<file path="src/pkg/srft_defs.vh">
`ifndef SRFT_DEFS_VH
`define SRFT_DEFS_VH

// ----------------------------------------------------------------
// array geometry
// ----------------------------------------------------------------
`define SRFT_ARR_COLS    10'd782
`define SRFT_ARR_ROWS    9'd492
`define SRFT_BLK_COLS    10'd26
`define SRFT_BLK_ROWS    9'd8
`define SRFT_BLK_MID     9'd2
`define SRFT_RAW_ROWS    10'd4
`define SRFT_ACT_COLS    10'd753
`define SRFT_ACT_ROWS    9'd481

// ----------------------------------------------------------------
// frame timing counts, in pixel clocks except the row overhead (rows) and black sample count
// ----------------------------------------------------------------
`define SRFT_P2_LEN      11'd23
`define SRFT_VB_EXTRA    11'd4
`define SRFT_OVH_ROWS    13'd2
`define SRFT_MIN_ROW     11'd660
`define SRFT_BLK_SAMPLES 5'd16

// ----------------------------------------------------------------
// register offsets
// ----------------------------------------------------------------
`define SRFT_A_ROWS      8'h03
`define SRFT_A_WIDTH     8'h04
`define SRFT_A_HBLANK    8'h05
`define SRFT_A_VBLANK    8'h06
`define SRFT_A_INTEG     8'h0B
`define SRFT_A_BIN       8'h0D
`define SRFT_A_CTRL      8'h0F
`define SRFT_A_CLKPOL    8'h74
`define SRFT_A_STATE     8'h80
`define SRFT_A_FRAMES    8'h81
`define SRFT_A_BLKOFS    8'h82

// ----------------------------------------------------------------
// field positions and reset values
// ----------------------------------------------------------------
`define SRFT_CTRL_RAW    0
`define SRFT_CTRL_ILACE  1
`define SRFT_CTRL_COLOR  2
`define SRFT_CTRL_SIMUL  3
`define SRFT_CLKPOL_INV  4
`define SRFT_RST_ROWS    9'd480
`define SRFT_RST_WIDTH   10'd752
`define SRFT_RST_HBLANK  10'd94
`define SRFT_RST_VBLANK  10'd45
`define SRFT_RST_INTEG   12'd480
`define SRFT_RST_CTRL    4'h0

`endif

</file>
<file path="src/rtl/srft_top.v">
// Contract
// 782x492 array; left 26 columns, top 8 rows black
// raw mode outputs middle four black rows
// at most 753 by 481 active
// colour bit: offset from first-green only, else all dark
// binning joins direct neighbours only
// interlaced colour fields hold red/green or blue/green rows
// output framed by programmable blanking
// one 10-bit pixel per pixel clock in line valid
// unbinned pixel clock is inverted master clock
// bin 2: one master period high/low; bin 4: two periods each
// pixel clock toggles in blanking too
// polarity bit inverts pixel clock
// row is width plus blanking; start blank hblank-23, end blank 23
// vertical blanking is vblank rows times row time plus 4
// frame valid is rows times row time
// long integration stretches vertical blanking
// simultaneous mode extends blanking, register kept
// vertical blanking never alters exposure
// row time never below 660 columns
// host programs hblank at least 43, more if width below 617
// same corrections for every colour
// host samples data on rising pixel clock edge
// output enable low releases only data outputs
// frame valid leads first line by start blank, trails last by 23
`timescale 1ns/100ps
`default_nettype none
`include "srft_defs.vh"

module srft_top (
    input  wire        CLK_I,
    input  wire        RST_I,
    input  wire [7:0]  REG_ADDR_I,
    input  wire [15:0] REG_WDATA_I,
    input  wire        REG_WR_I,
    input  wire        REG_RD_I,
    output reg  [15:0] REG_RDATA_O,
    input  wire        MASTER_CLOCK_IN_I,
    input  wire        OE_I,
    input  wire [9:0]  PIX_VAL_I,
    output reg  [8:0]  PIX_ROW_O,
    output reg  [9:0]  PIX_COL_O,
    output reg  [9:0]  DOUT_O,
    output reg         DOUT_OE_O,
    output reg         LINE_VALID_O,
    output reg         FRAME_VALID_O,
    output reg         SAMPLE_CLOCK_OUT_O
);

    localparam S_VB  = 5'b00001;
    localparam S_P1  = 5'b00010;
    localparam S_ACT = 5'b00100;
    localparam S_HB  = 5'b01000;
    localparam S_P2  = 5'b10000;

    reg [8:0]  rows_ff;
    reg [9:0]  width_ff;
    reg [9:0]  hblank_ff;
    reg [9:0]  vblank_ff;
    reg [11:0] integ_ff;
    reg [3:0]  bin_ff;
    reg [3:0]  ctrl_ff;
    reg        clkinv_ff;
    reg [2:0]  msync_ff;
    reg        mlvl_ff;
    reg [2:0]  oesync_ff;
    reg [1:0]  dcnt_ff;
    reg        pclk_p_ff;
    reg [4:0]  state_ff;
    reg [10:0] cnt_ff;
    reg [12:0] row_ff;
    reg [9:0]  line_ff;
    reg        field_ff;
    reg [9:0]  s_w_ff;
    reg [10:0] s_q_ff;
    reg [9:0]  s_lines_ff;
    reg [3:0]  s_ctrl_ff;
    reg        tick_d1_ff;
    reg        tick_d2_ff;
    reg        blk_ff;
    reg        act_ff;
    reg [13:0] bsum_ff;
    reg [4:0]  bnum_ff;
    reg [9:0]  boff_ff;
    reg [15:0] frames_ff;

    reg [4:0]  nxt_state;
    reg [10:0] nxt_cnt;
    reg [12:0] nxt_row;
    reg [9:0]  nxt_line;
    reg [10:0] lim;
    reg [8:0]  nxt_arow;
    reg [9:0]  nxt_acol;
    reg        nxt_blk;
    reg        nxt_act;
    reg [11:0] arow_w;
    reg [9:0]  lin_r;
    reg [15:0] nxt_rdata;
    reg        nxt_pclk;

    wire [9:0]  w_cl;
    wire [8:0]  r_cl;
    wire [10:0] w_ext;
    wire [10:0] q_eff;
    wire [10:0] rt_live;
    wire [10:0] p1_len;
    wire [12:0] thresh;
    wire [12:0] vrows;
    wire [1:0]  nxt_d;
    wire [1:0]  csh;
    wire [1:0]  rsh;
    wire        mrise;
    wire        tick;
    wire        last;
    wire        frame_start;
    wire        frame_end;
    wire        green_px;
    wire [9:0]  corr;

    // ----------------------------------------------------------------
    // register writes
    // ----------------------------------------------------------------

    always @(posedge CLK_I) begin
        if (RST_I) begin
            rows_ff   <= `SRFT_RST_ROWS;
            width_ff  <= `SRFT_RST_WIDTH;
            hblank_ff <= `SRFT_RST_HBLANK;
            vblank_ff <= `SRFT_RST_VBLANK;
            integ_ff  <= `SRFT_RST_INTEG;
            bin_ff    <= 4'h0;
            ctrl_ff   <= `SRFT_RST_CTRL;
            clkinv_ff <= 1'b0;
        end else if (REG_WR_I) begin
            case (REG_ADDR_I)
                `SRFT_A_ROWS:   rows_ff   <= REG_WDATA_I[8:0];
                `SRFT_A_WIDTH:  width_ff  <= REG_WDATA_I[9:0];
                `SRFT_A_HBLANK: hblank_ff <= REG_WDATA_I[9:0];
                `SRFT_A_VBLANK: vblank_ff <= REG_WDATA_I[9:0];
                `SRFT_A_INTEG:  integ_ff  <= REG_WDATA_I[11:0];
                `SRFT_A_BIN:    bin_ff    <= REG_WDATA_I[3:0];
                `SRFT_A_CTRL:   ctrl_ff   <= REG_WDATA_I[3:0];
                `SRFT_A_CLKPOL: clkinv_ff <= REG_WDATA_I[`SRFT_CLKPOL_INV];
                default: ;
            endcase
        end
    end

    // read data next cycle, zero when unmapped
    always @* begin
        nxt_rdata = 16'h0000;
        case (REG_ADDR_I)
            `SRFT_A_ROWS:   nxt_rdata = {7'h00, rows_ff};
            `SRFT_A_WIDTH:  nxt_rdata = {6'h00, width_ff};
            `SRFT_A_HBLANK: nxt_rdata = {6'h00, hblank_ff};
            `SRFT_A_VBLANK: nxt_rdata = {6'h00, vblank_ff};
            `SRFT_A_INTEG:  nxt_rdata = {4'h0, integ_ff};
            `SRFT_A_BIN:    nxt_rdata = {12'h000, bin_ff};
            `SRFT_A_CTRL:   nxt_rdata = {12'h000, ctrl_ff};
            `SRFT_A_CLKPOL: nxt_rdata = {11'h000, clkinv_ff, 4'h0};
            `SRFT_A_STATE:  nxt_rdata = {10'h000, field_ff, state_ff};
            `SRFT_A_FRAMES: nxt_rdata = frames_ff;
            `SRFT_A_BLKOFS: nxt_rdata = {6'h00, boff_ff};
            default:        nxt_rdata = 16'h0000;
        endcase
    end

    always @(posedge CLK_I) begin
        if (RST_I)
            REG_RDATA_O <= 16'h0000;
        else
            REG_RDATA_O <= REG_RD_I ? nxt_rdata : 16'h0000;
    end

    // ----------------------------------------------------------------
    // pin synchronisers
    // ----------------------------------------------------------------

    // change counts once stages 2 and 3 agree
    always @(posedge CLK_I) begin
        if (RST_I) begin
            msync_ff  <= 3'h0;
            oesync_ff <= 3'h0;
            mlvl_ff   <= 1'b0;
            DOUT_OE_O <= 1'b0;
        end else begin
            msync_ff  <= {msync_ff[1:0], MASTER_CLOCK_IN_I};
            oesync_ff <= {oesync_ff[1:0], OE_I};
            if (msync_ff[1] == msync_ff[2])
                mlvl_ff <= msync_ff[2];
            // data enable only
            if (oesync_ff[1] == oesync_ff[2])
                DOUT_OE_O <= oesync_ff[2];
        end
    end

    assign mrise = (msync_ff[1] == msync_ff[2]) & msync_ff[2] & ~mlvl_ff;

    // ----------------------------------------------------------------
    // pixel clock generation
    // ----------------------------------------------------------------

    assign csh   = (bin_ff[1:0] == 2'd0) ? 2'd0 : (bin_ff[1:0] == 2'd1) ? 2'd1 : 2'd2;
    assign rsh   = (bin_ff[3:2] == 2'd0) ? 2'd0 : (bin_ff[3:2] == 2'd1) ? 2'd1 : 2'd2;
    assign nxt_d = dcnt_ff + 2'd1;
    // tick lands where pixel clock falls
    assign tick  = mrise & ((csh == 2'd0) | ((csh == 2'd1) & ~nxt_d[0]) |
                            ((csh == 2'd2) & (nxt_d == 2'd0)));

    // inverted master clock
    // divided when column binning
    // polarity flip
    always @* begin
        nxt_pclk = ~mlvl_ff;
        if (csh == 2'd1)
            nxt_pclk = dcnt_ff[0];
        else if (csh == 2'd2)
            nxt_pclk = dcnt_ff[1];
        nxt_pclk = nxt_pclk ^ clkinv_ff;
    end

    // never gated
    // two stages match the data pipeline
    always @(posedge CLK_I) begin
        if (RST_I) begin
            dcnt_ff            <= 2'd0;
            pclk_p_ff          <= 1'b0;
            SAMPLE_CLOCK_OUT_O <= 1'b0;
        end else begin
            if (mrise)
                dcnt_ff <= nxt_d;
            pclk_p_ff          <= nxt_pclk;
            SAMPLE_CLOCK_OUT_O <= pclk_p_ff;
        end
    end

    // ----------------------------------------------------------------
    // frame geometry
    // ----------------------------------------------------------------

    // clamp to active area
    assign w_cl  = (width_ff > `SRFT_ACT_COLS) ? `SRFT_ACT_COLS :
                   (width_ff == 10'd0) ? 10'd1 : width_ff;
    assign r_cl  = (rows_ff > `SRFT_ACT_ROWS) ? `SRFT_ACT_ROWS :
                   (rows_ff == 9'd0) ? 9'd1 : rows_ff;
    assign w_ext = {1'b0, w_cl};
    // stretch short rows
    assign q_eff = (w_ext + {1'b0, hblank_ff} < `SRFT_MIN_ROW) ?
                   (`SRFT_MIN_ROW - w_ext) : {1'b0, hblank_ff};
    // row and start blank
    assign rt_live = w_ext + q_eff;
    assign p1_len  = (q_eff > `SRFT_P2_LEN) ? (q_eff - `SRFT_P2_LEN) : 11'd1;
    // long integration
    // internal extension, register kept
    // exposure untouched here
    assign thresh = {4'h0, r_cl} + {3'h0, vblank_ff};
    assign vrows  = ({1'b0, integ_ff} + `SRFT_OVH_ROWS >= thresh) ?
                    ({1'b0, integ_ff} + `SRFT_OVH_ROWS - {4'h0, r_cl}) :
                    {3'h0, vblank_ff};

    // ----------------------------------------------------------------
    // readout sequencer
    // ----------------------------------------------------------------

    always @* begin
        case (state_ff)
            // blank rows plus 4
            S_VB:    lim = (row_ff == vrows) ? `SRFT_VB_EXTRA : rt_live;
            S_P1:    lim = p1_len;
            S_ACT:   lim = {1'b0, s_w_ff};
            S_HB:    lim = s_q_ff;
            S_P2:    lim = `SRFT_P2_LEN;
            default: lim = 11'd1;
        endcase
    end

    assign last        = (cnt_ff == lim - 11'd1);
    assign frame_start = tick & last & (state_ff == S_VB) & (row_ff == vrows);
    assign frame_end   = tick & last & (state_ff == S_P2);

    // lines framed by blanking
    // frame is lines times row time
    always @* begin
        nxt_state = state_ff;
        nxt_cnt   = cnt_ff;
        nxt_row   = row_ff;
        nxt_line  = line_ff;
        if (tick) begin
            nxt_cnt = cnt_ff + 11'd1;
            if (last) begin
                nxt_cnt = 11'd0;
                case (state_ff)
                    S_VB: begin
                        if (row_ff == vrows) begin
                            nxt_state = S_P1;
                            nxt_row   = 13'd0;
                        end else begin
                            nxt_row = row_ff + 13'd1;
                        end
                    end
                    S_P1: begin
                        nxt_state = S_ACT;
                        nxt_line  = 10'd0;
                    end
                    S_ACT: begin
                        nxt_state = (line_ff == s_lines_ff - 10'd1) ? S_P2 : S_HB;
                    end
                    S_HB: begin
                        nxt_state = S_ACT;
                        nxt_line  = line_ff + 10'd1;
                    end
                    S_P2: begin
                        nxt_state = S_VB;
                        nxt_row   = 13'd0;
                    end
                    default: nxt_state = S_VB;
                endcase
            end
        end
    end

    // geometry frozen at frame start
    always @(posedge CLK_I) begin
        if (RST_I) begin
            state_ff   <= S_VB;
            cnt_ff     <= 11'd0;
            row_ff     <= 13'd0;
            line_ff    <= 10'd0;
            field_ff   <= 1'b0;
            s_w_ff     <= `SRFT_RST_WIDTH;
            s_q_ff     <= {1'b0, `SRFT_RST_HBLANK};
            s_lines_ff <= {1'b0, `SRFT_RST_ROWS};
            s_ctrl_ff  <= `SRFT_RST_CTRL;
            frames_ff  <= 16'h0000;
        end else begin
            state_ff <= nxt_state;
            cnt_ff   <= nxt_cnt;
            row_ff   <= nxt_row;
            line_ff  <= nxt_line;
            if (frame_start) begin
                s_w_ff     <= w_cl;
                s_q_ff     <= q_eff;
                s_ctrl_ff  <= ctrl_ff;
                // four extra black lines
                s_lines_ff <= {1'b0, r_cl} +
                              (ctrl_ff[`SRFT_CTRL_RAW] ? `SRFT_RAW_ROWS : 10'd0);
            end
            if (frame_end) begin
                field_ff  <= ~field_ff;
                frames_ff <= frames_ff + 16'h0001;
            end
        end
    end

    // ----------------------------------------------------------------
    // array addressing
    // ----------------------------------------------------------------

    always @* begin
        nxt_arow = 9'd0;
        nxt_acol = 10'd0;
        nxt_blk  = 1'b0;
        nxt_act  = 1'b0;
        arow_w   = 12'h000;
        lin_r    = line_ff - (s_ctrl_ff[`SRFT_CTRL_RAW] ? `SRFT_RAW_ROWS : 10'd0);
        if ((state_ff == S_VB) && (row_ff < 13'd4) && (cnt_ff < w_ext)) begin
            // black rows feed the offset internally
            nxt_arow = `SRFT_BLK_MID + {7'h00, row_ff[1:0]};
            nxt_acol = cnt_ff[9:0];
            nxt_blk  = 1'b1;
        end else if (state_ff == S_ACT) begin
            // neighbour columns, no pattern skip
            arow_w   = {2'b00, cnt_ff[9:0]} << csh;
            nxt_acol = `SRFT_BLK_COLS + ((arow_w > 12'd752) ? 10'd752 : arow_w[9:0]);
            if (s_ctrl_ff[`SRFT_CTRL_RAW] && (line_ff < `SRFT_RAW_ROWS)) begin
                // middle black rows
                nxt_arow = `SRFT_BLK_MID + line_ff[8:0];
            end else begin
                // alternate rows per field
                if (s_ctrl_ff[`SRFT_CTRL_ILACE])
                    arow_w = {1'b0, lin_r, 1'b0} + {11'h000, field_ff};
                else
                    arow_w = {2'b00, lin_r} << rsh;
                nxt_arow = `SRFT_BLK_ROWS + ((arow_w > 12'd480) ? 9'd480 : arow_w[8:0]);
                nxt_act  = 1'b1;
            end
        end
    end

    always @(posedge CLK_I) begin
        if (RST_I) begin
            PIX_ROW_O  <= 9'd0;
            PIX_COL_O  <= 10'd0;
            blk_ff     <= 1'b0;
            act_ff     <= 1'b0;
            tick_d1_ff <= 1'b0;
            tick_d2_ff <= 1'b0;
        end else begin
            PIX_ROW_O  <= nxt_arow;
            PIX_COL_O  <= nxt_acol;
            blk_ff     <= nxt_blk;
            act_ff     <= nxt_act;
            tick_d1_ff <= tick;
            tick_d2_ff <= tick_d1_ff;
        end
    end

    // ----------------------------------------------------------------
    // black level
    // ----------------------------------------------------------------

    // first-green: even row, even column
    assign green_px = ~PIX_ROW_O[0] & ~PIX_COL_O[0];

    // offset from green or from all dark pixels
    // one offset for every colour
    // 16 samples keep the divide a shift
    always @(posedge CLK_I) begin
        if (RST_I) begin
            bsum_ff <= 14'd0;
            bnum_ff <= 5'd0;
            boff_ff <= 10'd0;
        end else if (frame_end) begin
            bsum_ff <= 14'd0;
            bnum_ff <= 5'd0;
        end else if (frame_start) begin
            if (bnum_ff == `SRFT_BLK_SAMPLES)
                boff_ff <= bsum_ff[13:4];
        end else if (tick_d2_ff && blk_ff && (bnum_ff != `SRFT_BLK_SAMPLES) &&
                     (green_px || !ctrl_ff[`SRFT_CTRL_COLOR])) begin
            bsum_ff <= bsum_ff + {4'h0, PIX_VAL_I};
            bnum_ff <= bnum_ff + 5'd1;
        end
    end

    assign corr = (PIX_VAL_I > boff_ff) ? (PIX_VAL_I - boff_ff) : 10'd0;

    // ----------------------------------------------------------------
    // parallel output
    // ----------------------------------------------------------------

    // one word per pixel period
    // frame valid spans start blank to end blank
    always @(posedge CLK_I) begin
        if (RST_I) begin
            DOUT_O        <= 10'd0;
            LINE_VALID_O  <= 1'b0;
            FRAME_VALID_O <= 1'b0;
        end else if (tick_d2_ff) begin
            LINE_VALID_O  <= (state_ff == S_ACT);
            FRAME_VALID_O <= (state_ff != S_VB);
            if (state_ff == S_ACT)
                DOUT_O <= act_ff ? corr : PIX_VAL_I;
            else
                DOUT_O <= 10'd0;
        end
    end

endmodule // srft_top
`default_nettype wire

</file>
<file path="config.mk">
export PLATFORM = sky130hd
export DESIGN_NAME = srft_top
export DESIGN_NICKNAME = d
export VERILOG_FILES = /design/src/rtl/srft_top.v
export VERILOG_INCLUDE_DIRS = /design/src /design/src/pkg
export SDC_FILE = /design/constraint.sdc
export NUM_CORES = 1
export LEC_CHECK = 0
export BUFFER_PORTS_ARGS = -buffer_cell sky130_fd_sc_hd__buf_4
export CAP_MARGIN = 20
export CORE_UTILIZATION = 41
export CTS_BUF_LIST = sky130_fd_sc_hd__clkbuf_8
export DETAILED_ROUTE_END_ITERATION = 10
export GPL_TIMING_DRIVEN = 0
export HOLD_SLACK_MARGIN = 0.12
export PLACE_DENSITY = 0.64
export SLEW_MARGIN = 20
export SYNTH_ARGS = -nofsm -noshare
export SYNTH_HDL_FRONTEND = slang
export SYNTH_SLANG_ARGS = --single-unit
export TNS_END_PERCENT = 5
</file>
<file path="constraint.sdc">
create_clock -name CLK_I -period 15.9 [get_ports CLK_I]
set_input_delay 1.59 -clock CLK_I [delete_from_list [all_inputs] [get_ports CLK_I]]
set_output_delay 1.59 -clock CLK_I [all_outputs]
set_load 0.1 [all_outputs]
</file>
==> qor.csv, run 1 <==
stage,metric,value,unit
place,finalWeightedCongestion,1.01,
sta,worst_slew_margin_rel,24.1,%
layout,final_cell_mix,"sky130_fd_sc_hd__dfxtp_1 (241), sky130_fd_sc_hd__nand2_1 (234), sky130_fd_sc_hd__a21oi_1 (182), sky130_fd_sc_hd__nor2_1 (174), sky130_fd_sc_hd__inv_1 (115)",
critical_path,crit_path_top_delay_cell,sky130_fd_sc_hd__nor4_2,
clock_network,cts-htree-levels,2,
die,boundaryPins,89,
detailed_routing,num_vias,17533,
sta,hold_viol_final,0,
clock_network,ctsLongestPathBuffers,3,
layout,num_antenna_cells,0,
grt,via_count_of_the_first_global_routing_pass,16576,
grt,met3_usage,5.37,%
critical_path,worst_path_largest_cell_delay,0.73,ns
critical_path,worst_path_most_repeated_cell,sky130_fd_sc_hd__o21ai_0,
place,dpl_cell_area,18400,µm²
sta,min_period,10.25,ns
grt,wire_length_of_the_first_global_routing_pass,94300,µm
yosys,synthAdderAreaFrac,7.59,%
clock_network,postCtsResizedCells,0,
pwr,worst_ir_drop_vdd,0.0789,mV
sta,timing.setup.tns,0,ns
layout,num-nets-final,2471,
grt,grt_util_met2,46.4,%
grt,globalRoute.busiestLayer,met2,
pwr,power.density,67.7,nW/µm²
layout,n_fill_cell,4131,
grt,grt.overflow.total,0,
critical_path,critPathArrivalTime,10.78,ns
detailed_routing,iteration_0_drc_count_of_the_detailed_router,1766,
die,initial_utilization,41.8,%
yosys,combinational_family_with_the_most_area_after_synthesis,compound AO/OA/AOI/OAI gates,
critical_path,criticalPathCategory,register to register,
clock_network,clock-root-buffer,sky130_fd_sc_hd__clkbuf_8,
sta,setup_slack,5.65,ns
detailed_routing,route.detailed.vias_per_inst,6.06,
place,numPortBuffers,82,
yosys,synth.area.mux_share,3.81,%
layout,final_common_cell,sky130_fd_sc_hd__dfxtp_1,
place,pre_cts_ws,5.96,ns
worst_hold_path,worst_hold_path_type,register to register,
yosys,seq_area_frac_synth,28.1,%
layout,multi_input_area,11300,µm²
clock_network,hold_buffers,0,
flow_run,maxCapViolations,0,
die,row_count,74,
yosys,synth-edff-count,0,
sta,finalClockSkew,0.0292,ns
die,die_width,207,µm
detailed_routing,drtPass1Iterations,9,
yosys,syn_nets,2344,
critical_path,worst-endpoint-required,16.43,ns
pwr,power.static_leakage,7.72,nW
layout,final_layout_size_suffix_gt1_share,10.6,%
clock_network,tritoncts,done,
yosys,synth_seq_cells,241,
clock_network,cts_inserted_buffers,43,
sta,maxSlewViolCount,0,
critical_path,critical_path_maximum_fanout,10,
critical_path,length_in_cells_of_the_worst_reg_to_reg_path,37,
die,core_region_area,41000,µm²
grt,grt_use_met1,36.8,%
critical_path,critPathLaunchType,register,
sta,rsz0062_at_grt,false,
clock_network,postCtsSetupBuffers,0,
sta,setup_viol,0,
detailed_routing,wire_per_inst,21.3,µm
yosys,postSynth.topFlopCell,sky130_fd_sc_hd__dfxtp_1,
place,dp_hpwl,47800,µm
critical_path,worst_setup_path_end_kind,register,
detailed_routing,drc,2,
layout,layout.cells.non_filler,2894,
clock_network,clk_transition_reported_paths,0.06,ns
layout,post-route-cell-area,19400,µm²
yosys,post_synth_xor_area_fraction,7.23,%
detailed_routing,routed_wl,61700,µm
yosys,yosysWarnings,0,
die,die_h,207,µm
outcome,run_status,"finished, violations left",
sta,maxClockFrequency,97.6,MHz
yosys,async_flop_share,0,%
layout,utilization,47.3,%
grt,grtUsageTotal,28.8,%
layout,synthToLayoutAreaGrowth,13.0,%
sta,final_critical_path_share_of_the_clock_period,64.4,%
die,dieArea,42700,µm²
yosys,synth.distinct_cells,111,
grt,pin_count_of_the_biggest_net_entering_global_routing,12,
outcome,failed_checks,DRC,
yosys,synthSimpleGateAreaFrac,23.5,%
detailed_routing,drt.antenna.violating_nets,0,
grt,initial_antenna_violation_count,1,
layout,register_area,4820,µm²
clock_network,clock_latency_at_the_later_pin_of_the_worst_skew_pair,0.62,ns
worst_hold_path,hold-path-cell-count,1,
yosys,post_synthesis_cell_area,17200,µm²
yosys,synthCells,2203,
sta,tightestPinTransition,1.14,ns
yosys,postSynthAreaPerCell,7.79,µm²
clock_network,cts_num_sinks,241,
yosys,synth_compound_area_share,23.9,%
place,placed_cells_incl_taps,2817,
-- worst paths after layout --
path | start | endpoint | slack, ns
hold / removal | pclk_p_ff | SAMPLE_CLOCK_OUT_O | 0.44
setup reg to reg | rows_ff[7] | line_ff[6] | 5.65
hold reg to reg | pclk_p_ff | SAMPLE_CLOCK_OUT_O | 0.44
setup / recovery | rows_ff[7] | line_ff[6] | 5.65
-- area by class of cell --
class	count	area share, %
Multi-Input combinational cell	1712	58.5
Clock buffer	60	4.26
Timing Repair Buffer	82	3.17
Inverter	110	2.14
Clock inverter	17	0.555
Buffer	140	3.05
Tap cell	532	3.43
Sequential cell	241	24.9
-- flip-flops by register name, indices dropped and copies added (netlist names), 11 cells and up --
register,count
REG_RDATA_O,16
frames_ff,16
bsum_ff,14
row_ff,13
integ_ff,12
cnt_ff,11
s_q_ff,11
-- stage by stage --
stage | total power (W) | hold WS [ns]
6_report | 0.00131 | 0.440
5_1_grt | 0.00135 | 0.456
4_1_cts | 0.00132 | 0.440
3_5_place_dp | 0.000691 | 0.426
3_3_place_gp | 0.000690 | 0.420
2_1_floorplan | 0.000660 | 0.414
-- cells in the mapped netlist (31+ instances only) --
library cell               count  area share, %
sky130_fd_sc_hd__xnor2_1      91            4.6
sky130_fd_sc_hd__nand2b_1     35            1.3
sky130_fd_sc_hd__nor2_1      174            3.8
sky130_fd_sc_hd__clkbuf_1    104            2.3
sky130_fd_sc_hd__a21oi_1     182            5.3
sky130_fd_sc_hd__nand2_1     234            5.1
sky130_fd_sc_hd__o21ai_0     107            3.1
sky130_fd_sc_hd__inv_1       106            2.3
sky130_fd_sc_hd__dfxtp_1     241             28
sky130_fd_sc_hd__nand4_1      31            1.1
sky130_fd_sc_hd__a21o_1       33            1.4
sky130_fd_sc_hd__mux2i_1      56            3.3
sky130_fd_sc_hd__and3_1       35            1.3
sky130_fd_sc_hd__nand3_1      75            2.2
sky130_fd_sc_hd__nor2b_1      36            1.3
sky130_fd_sc_hd__nor3_1       52            1.5
sky130_fd_sc_hd__xor2_1       48            2.5
sky130_fd_sc_hd__ha_1         96            7.0
-- worst max-delay path, delay by kind of cell (launching register included) --
family	cells	cell delay (ns)
DFF	1	0.50
and+or+nand+nor	8	2.20
AOI/OAI and AO/OA	17	4.47
buffers and inverters	6	1.41
xor gates and xnor gates	2	0.36
adders and majority gates	4	1.20
-- metal layers --
layer / wire length [µm] / part of all wire [%]
met5: 13 / 0.021
met1: 26000 / 42
met4: 3120 / 5.1
met3: 4860 / 7.9
met2: 27700 / 45
-- kinds of logic after synthesis --
logic type | after synthesis
AO/OA/AOI/OAI | 601
XOR/XNOR | 140
adder cells (fa/ha/maj) | 101
buffers and inverters | 250
flip-flops | 241
multiplexers | 64
AND/OR/NAND/NOR | 806
-- report_power, final --
group	leakage (nW)	internal, W	switching, W	total (W)
Sequential	1.94	0.000605	0.000000857	0.000606
Clock	0.519	0.000352	0.000281	0.000633
Combinational	5.25	0.0000247	0.0000486	0.0000733
(Power assumes the default switching activity.)
==> run 2, diff against run 1 <==
==> constraint.sdc (replaced) <==
create_clock -name CLK_I -period 9.85 [get_ports CLK_I]
set_input_delay 0.985 -clock CLK_I [delete_from_list [all_inputs] [get_ports CLK_I]]
set_output_delay 0.985 -clock CLK_I [all_outputs]
set_load 0.1 [all_outputs]
==> qor.csv, run 2 (synthesized netlist as in run 1, its figures left out) <==
stage,metric,value,unit,change
detailed_routing,num_vias,17591,,was 17533
die,core_region_area,41000,µm²,unchanged
grt,wire_length_of_the_first_global_routing_pass,94300,µm,unchanged
pwr,clock_power_share,48.3,%,was 48.2%
layout,final_cell_mix,"sky130_fd_sc_hd__dfxtp_1 (241), sky130_fd_sc_hd__nand2_1 (234), sky130_fd_sc_hd__a21oi_1 (182), sky130_fd_sc_hd__nor2_1 (174), sky130_fd_sc_hd__inv_1 (115)",,unchanged
sta,hold_viol_final,0,,unchanged
pwr,netSwitchingFraction,25.3,%,was 25.2%
grt,initial_antenna_violation_count,1,,unchanged
layout,post-route-cell-area,19500,µm²,was 19400 µm²
layout,final_layout_size_suffix_gt1_share,11.3,%,was 10.6%
critical_path,crit_path_top_delay_cell,sky130_fd_sc_hd__a2111oi_0,,was sky130_fd_sc_hd__nor4_2
detailed_routing,routed_wl,61800,µm,was 61700 µm
die,die_width,207,µm,unchanged
sta,final_critical_path_share_of_the_clock_period,96.8,%,was 64.4%
layout,synthToLayoutAreaGrowth,13.4,%,was 13.0%
detailed_routing,drc,4,,was 2
place,pre_cts_ws,-0.0910,ns,was 5.96 ns
grt,pin_count_of_the_biggest_net_entering_global_routing,12,,unchanged
critical_path,criticalPathCategory,register to register,,unchanged
die,dieArea,42700,µm²,unchanged
clock_network,clock-root-buffer,sky130_fd_sc_hd__clkbuf_8,,unchanged
sta,setup_slack,0.313,ns,was 5.65 ns
detailed_routing,iteration_0_drc_count_of_the_detailed_router,1623,,was 1766
place,dp_hpwl,47800,µm,unchanged
worst_hold_path,worst_hold_path_type,register to register,,unchanged
pwr,power.density,109,nW/µm²,was 67.7 nW/µm²
die,initial_utilization,41.8,%,unchanged
sta,tightestPinTransition,1.08,ns,was 1.14 ns
clock_network,clk_transition_reported_paths,0.07,ns,was 0.06 ns
clock_network,tritoncts,done,,unchanged
grt,via_count_of_the_first_global_routing_pass,16576,,unchanged
critical_path,worst_path_largest_cell_delay,0.92,ns,was 0.73 ns
pwr,power.share.combinational,5.6,%,about the same
layout,n_fill_cell,4130,,was 4131
pwr,power.static_leakage,7.77,nW,was 7.72 nW
detailed_routing,drtPass1Iterations,9,,unchanged
detailed_routing,drt.antenna.violating_nets,0,,unchanged
outcome,failed_checks,DRC,,unchanged
die,die_h,207,µm,unchanged
sta,setup_viol,0,,unchanged
pwr,worst_ir_drop_vdd,0.128,mV,was 0.0789 mV
critical_path,worst_path_dominant_cell_family,compound AO/OA/AOI/OAI gates,,unchanged
grt,grt.overflow.total,0,,unchanged
clock_network,cts-htree-levels,2,,unchanged
clock_network,ctsLongestPathBuffers,3,,unchanged
sta,worst_slew_margin_rel,27.9,%,was 24.1%
sta,min_period,9.54,ns,was 10.25 ns
sta,maxSlewViolCount,0,,unchanged
pwr,p_seq_share,46.2,%,about the same
critical_path,critPathArrivalTime,10.05,ns,was 10.78 ns
critical_path,critical_path_maximum_fanout,10,,unchanged
outcome,run_status,"finished, violations left",,unchanged
sta,fin_hold_ws,0.437,ns,was 0.440 ns
critical_path,critical_path_buf_inv_count,6,,unchanged
flow_run,maxCapViolations,0,,unchanged
layout,reg.largest.list,"REG_RDATA_O (16), frames_ff (16), bsum_ff (14)",,unchanged
layout,final_common_cell,sky130_fd_sc_hd__dfxtp_1,,unchanged
pwr,internal_power,0.00158,W,was 0.000982 W
die,boundaryPins,89,,unchanged
die,row_count,74,,unchanged
place,numPortBuffers,82,,unchanged
critical_path,worst-endpoint-required,10.36,ns,was 16.43 ns
clock_network,cts_num_sinks,241,,unchanged
place,finalWeightedCongestion,1.01,,unchanged
sta,finalClockSkew,0.0297,ns,was 0.0292 ns
detailed_routing,route.detailed.vias_per_inst,6.07,,was 6.06
layout,num-nets-final,2472,,was 2471
detailed_routing,wire_per_inst,21.3,µm,about the same
sta,maxClockFrequency,105,MHz,was 97.6 MHz
clock_network,cts_inserted_buffers,43,,unchanged
clock_network,clock_latency_at_the_later_pin_of_the_worst_skew_pair,0.62,ns,about the same
grt,grtUsageTotal,28.8,%,unchanged
pwr,switchingPower,0.000536,W,was 0.000331 W
critical_path,critPathLaunchType,register,,unchanged
sta,timing.setup.tns,0,ns,unchanged
layout,utilization,47.4,%,was 47.3%
critical_path,worst_setup_path_end_kind,register,,unchanged
place,dpl_cell_area,18400,µm²,unchanged
critical_path,worst_path_most_repeated_cell,sky130_fd_sc_hd__nor2_1,,was sky130_fd_sc_hd__o21ai_0
==> run 2: cell count changes in the layout (fill, tap and decap cells not counted), sizes merged <==
cell and delta:
buf +1, diode +1
==> run 2: final cells by class <==
class                      count  area, µm²  share of cell area, %
buffer                       139        601                   3.09
clock buffer                  60        826                   4.24
tap                          532        666                   3.42
timing repair buffer          84        631                   3.24
clock inverter                17        108                  0.553
sequential                   241       4820                   24.8
multi-input combinational   1712      11400                   58.5
inverter                     110        415                   2.13
antenna                        1       2.50                 0.0129
==> run 2: metal layers <==
layer  part of all wire, %  global-route usage [%]  routed length [µm]
met5                 0.021                       0                  13
met2                    45                    46.4               27700
met3                   8.4                    5.37                5220
met1                    42                    36.8               25800
met4                   5.0                    14.2                3090
==> run 2: power by group through the flow <==
stage / clock network, W / logic (W) / registers [W]
floorplan: 0 / 0.0000626 / 0.00100
global placement: 0 / 0.000113 / 0.00100
detailed placement: 0 / 0.000115 / 0.00100
CTS: 0.00104 / 0.000115 / 0.000979
global route: 0.00108 / 0.000125 / 0.000978
finish: 0.00102 / 0.000119 / 0.000979
==> run 2: worst register-to-register path: cells and delay by family (launching register included) <==
| kind | cells | cell delay (ns) |
|---|---|---|
| AO/OA/AOI/OAI | 15 | 3.90 |
| XOR/XNOR | 1 | 0.11 |
| adder cells (fa/ha/maj) | 3 | 1.12 |
| buffers and inverters | 6 | 1.44 |
| flip-flops | 1 | 0.30 |
| AND/OR/NAND/NOR | 9 | 2.58 |
==> run 2: final timing paths <==
kind | from | end | slack, ns | cells past startpoint
max reg2reg | width_ff[9] | s_w_ff[6] | 0.31 | 34
min reg2reg | pclk_p_ff | SAMPLE_CLOCK_OUT_O | 0.44 | 1
min | pclk_p_ff | SAMPLE_CLOCK_OUT_O | 0.44 | 1
max | width_ff[9] | s_w_ff[6] | 0.31 | 34
==> run 2: per-stage QoR <==
stage / instances / power (W)
after floorplan: 2203 / 0.00107
after global placement: 2817 / 0.00111
after detailed placement: 2817 / 0.00112
after CTS: 2894 / 0.00213
after global routing: 2895 / 0.00218
final: 2896 / 0.00212
==> run 2: timing repair <==
item / in CTS / in global routing
endpoints found under the setup margin: 42 / 117
gates resized for setup: 1 / 26
hold buffers: 0 / 0
setup buffers: 0 / 2
pin swaps: 0 / 1
==> run 3, diff against run 2 <==
--- a/config.mk
+++ b/config.mk
@@ -13,7 +13,7 @@
 export DETAILED_ROUTE_END_ITERATION = 10
 export GPL_TIMING_DRIVEN = 0
 export HOLD_SLACK_MARGIN = 0.12
-export PLACE_DENSITY = 0.64
+export PLACE_DENSITY = 0.55
 export SLEW_MARGIN = 20
 export SYNTH_ARGS = -nofsm -noshare
 export SYNTH_HDL_FRONTEND = slang
==> constraint.sdc (replaced) <==
create_clock -name CLK_I -period 9.85 [get_ports CLK_I]
set_input_delay 0.985 -clock CLK_I [delete_from_list [all_inputs] [get_ports CLK_I]]
set_output_delay 0.985 -clock CLK_I [all_outputs]
set_load 0.02 [all_outputs]
==> qor.csv, run 3 (synthesized netlist as in run 1, its figures left out) <==
stage,metric,value,unit,change
grt,grt.overflow.total,0,,unchanged
worst_hold_path,hold-path-cell-count,1,,unchanged
clock_network,cts_inserted_buffers,45,,was 43
sta,rsz0062_at_grt,true,,
flow_run,maxCapViolations,0,,unchanged
place,dp_hpwl,49600,µm,was 47800 µm
sta,maxSlewViolCount,0,,unchanged
pwr,internal_power,0.00158,W,about the same
critical_path,critPathArrivalTime,10.10,ns,was 10.05 ns
detailed_routing,num_vias,17248,,was 17591
pwr,netSwitchingFraction,25.1,%,was 25.3%
die,initial_utilization,41.8,%,unchanged
grt,via_count_of_the_first_global_routing_pass,16452,,was 16576
pwr,switchingPower,0.000527,W,was 0.000536 W
grt,initial_antenna_violation_count,1,,unchanged
sta,hold_viol_final,0,,unchanged
clock_network,clock-root-buffer,sky130_fd_sc_hd__clkbuf_8,,unchanged
pwr,p_seq_share,46.5,%,was 46.2%
grt,grtUsageTotal,29.9,%,was 28.8%
die,die_h,207,µm,unchanged
layout,final_cell_mix,"sky130_fd_sc_hd__dfxtp_1 (241), sky130_fd_sc_hd__nand2_1 (234), sky130_fd_sc_hd__a21oi_1 (182), sky130_fd_sc_hd__nor2_1 (174), sky130_fd_sc_hd__inv_1 (120)",,"was sky130_fd_sc_hd__dfxtp_1 (241), sky130_fd_sc_hd__nand2_1 (234), sky130_fd_sc_hd__a21oi_1 (182), sky130_fd_sc_hd__nor2_1 (174), sky130_fd_sc_hd__inv_1 (115)"
critical_path,critPathLaunchType,register,,unchanged
pwr,power.share.combinational,5.6,%,about the same
critical_path,criticalPathCategory,register to register,,unchanged
worst_hold_path,worst_hold_path_type,register to register,,unchanged
clock_network,tritoncts,done,,unchanged
sta,setup_viol,0,,unchanged
detailed_routing,wire_per_inst,22.1,µm,was 21.3 µm
detailed_routing,drt.antenna.violating_nets,0,,unchanged
outcome,run_status,"finished, violations left",,unchanged
place,numPortBuffers,82,,unchanged
layout,utilization,47.4,%,about the same
critical_path,critical_path_buf_inv_count,8,,was 6
pwr,clock_power_share,47.9,%,was 48.3%
critical_path,worst-endpoint-required,10.37,ns,was 10.36 ns
die,die_width,207,µm,unchanged
clock_network,cts_num_sinks,241,,unchanged
layout,synthToLayoutAreaGrowth,13.4,%,about the same
layout,final_layout_size_suffix_gt1_share,11.1,%,was 11.3%
critical_path,worst_path_largest_cell_delay,0.52,ns,was 0.92 ns
critical_path,crit_path_top_delay_cell,sky130_fd_sc_hd__dfxtp_1,,was sky130_fd_sc_hd__a2111oi_0
detailed_routing,drtPass1Iterations,10,,was 9
sta,maxClockFrequency,104,MHz,was 105 MHz
sta,final_critical_path_share_of_the_clock_period,97.3,%,was 96.8%
clock_network,clock_latency_at_the_later_pin_of_the_worst_skew_pair,0.61,ns,was 0.62 ns
die,boundaryPins,89,,unchanged
die,core_region_area,41000,µm²,unchanged
pwr,power,0.00210,W,was 0.00212 W
detailed_routing,drc,2,,was 4
grt,pin_count_of_the_biggest_net_entering_global_routing,12,,unchanged
layout,final_common_cell,sky130_fd_sc_hd__dfxtp_1,,unchanged
clock_network,clk_transition_reported_paths,0.06,ns,was 0.07 ns
pwr,power.static_leakage,7.79,nW,was 7.77 nW
critical_path,length_in_cells_of_the_worst_reg_to_reg_path,39,,was 34
critical_path,worst_path_most_repeated_cell,sky130_fd_sc_hd__o21ai_0,,was sky130_fd_sc_hd__nor2_1
sta,finalClockSkew,0.0275,ns,was 0.0297 ns
clock_network,cts-htree-levels,2,,unchanged
place,finalWeightedCongestion,0.957,,was 1.01
detailed_routing,routed_wl,64100,µm,was 61800 µm
layout,num_antenna_cells,0,,was 1
layout,reg.largest.list,"REG_RDATA_O (16), frames_ff (16), bsum_ff (14)",,unchanged
sta,worst_slew_margin_rel,22.1,%,was 27.9%
critical_path,worst_path_dominant_cell_family,compound AO/OA/AOI/OAI gates,,unchanged
grt,wire_length_of_the_first_global_routing_pass,96700,µm,was 94300 µm
die,dieArea,42700,µm²,unchanged
sta,min_period,9.58,ns,was 9.54 ns
die,row_count,74,,unchanged
pwr,worst_ir_drop_vdd,0.0851,mV,was 0.128 mV
layout,num-nets-final,2475,,was 2472
critical_path,critical_path_maximum_fanout,10,,unchanged
outcome,failed_checks,DRC,,unchanged
critical_path,worstSetupPathDepth,39,,was 34
clock_network,ctsLongestPathBuffers,3,,unchanged
detailed_routing,route.detailed.vias_per_inst,5.95,,was 6.07
detailed_routing,iteration_0_drc_count_of_the_detailed_router,1460,,was 1623
critical_path,worst_setup_path_end_kind,register,,unchanged
pwr,power.density,108,nW/µm²,was 109 nW/µm²
sta,tightestPinTransition,1.16,ns,was 1.08 ns
run 3: stage by stage:
stage / cell area (µm²) / setup slack, ns / TNS (ns) / hold slack [ns] / instances
2_1_floorplan: 17200 / 2.09 / 0 / 0.414 / 2203
3_3_place_gp: 18400 / -0.256 / -8.78 / 0.418 / 2817
3_5_place_dp: 18400 / -0.377 / -17.31 / 0.426 / 2817
4_1_cts: 19400 / 0.000924 / 0 / 0.443 / 2899
5_1_grt: 19400 / -0.157 / -1.45 / 0.463 / 2899
6_report: 19400 / 0.267 / 0 / 0.439 / 2899
run 3: layout make-up:
class	count	area, µm²
clock inverters	21	115
well taps	532	666
multi-input cells	1712	11400
flip-flops and latches	241	4820
inverters	110	415
clock buffers	59	812
plain buffers	140	606
repair buffers	84	631
fillers	4156	21600
run 3: path summary, 6_finish.rpt:
check / start / end / slack (ns)
min: oesync_ff[0] / oesync_ff[1] / 0.44
max reg2reg: rows_ff[5] / s_q_ff[0] / 0.27
max: rows_ff[5] / s_q_ff[0] / 0.27
min reg2reg: oesync_ff[0] / oesync_ff[1] / 0.44
run 3: layer usage:
| metal | routed length (µm) | part of all wire (%) | GRT usage, % |
|---|---|---|---|
| met1 | 28500 | 44 | 40.2 |
| met2 | 29100 | 45 | 48.3 |
| met3 | 4010 | 6.3 | 3.75 |
| met4 | 2460 | 3.8 | 12.4 |
| met5 | 0 | 0 | 0 |
run 3: power by group through the flow:
stage | clock [W] | combinational (W) | sequential [W]
finish | 0.00101 | 0.000117 | 0.000979
global route | 0.00108 | 0.000124 | 0.000979
CTS | 0.00103 | 0.000114 | 0.000979
detailed placement | 0 | 0.000114 | 0.00100
global placement | 0 | 0.000113 | 0.00100
floorplan | 0 | 0.0000626 | 0.00100
run 3: what timing repair did:
item / in CTS / in global routing
hold buffers: 0 / 0
gates resized for setup: 3 / 25
pin swaps: 1 / 0
buffers inserted: 2 / 0
setup endpoints to repair: 89 / 117
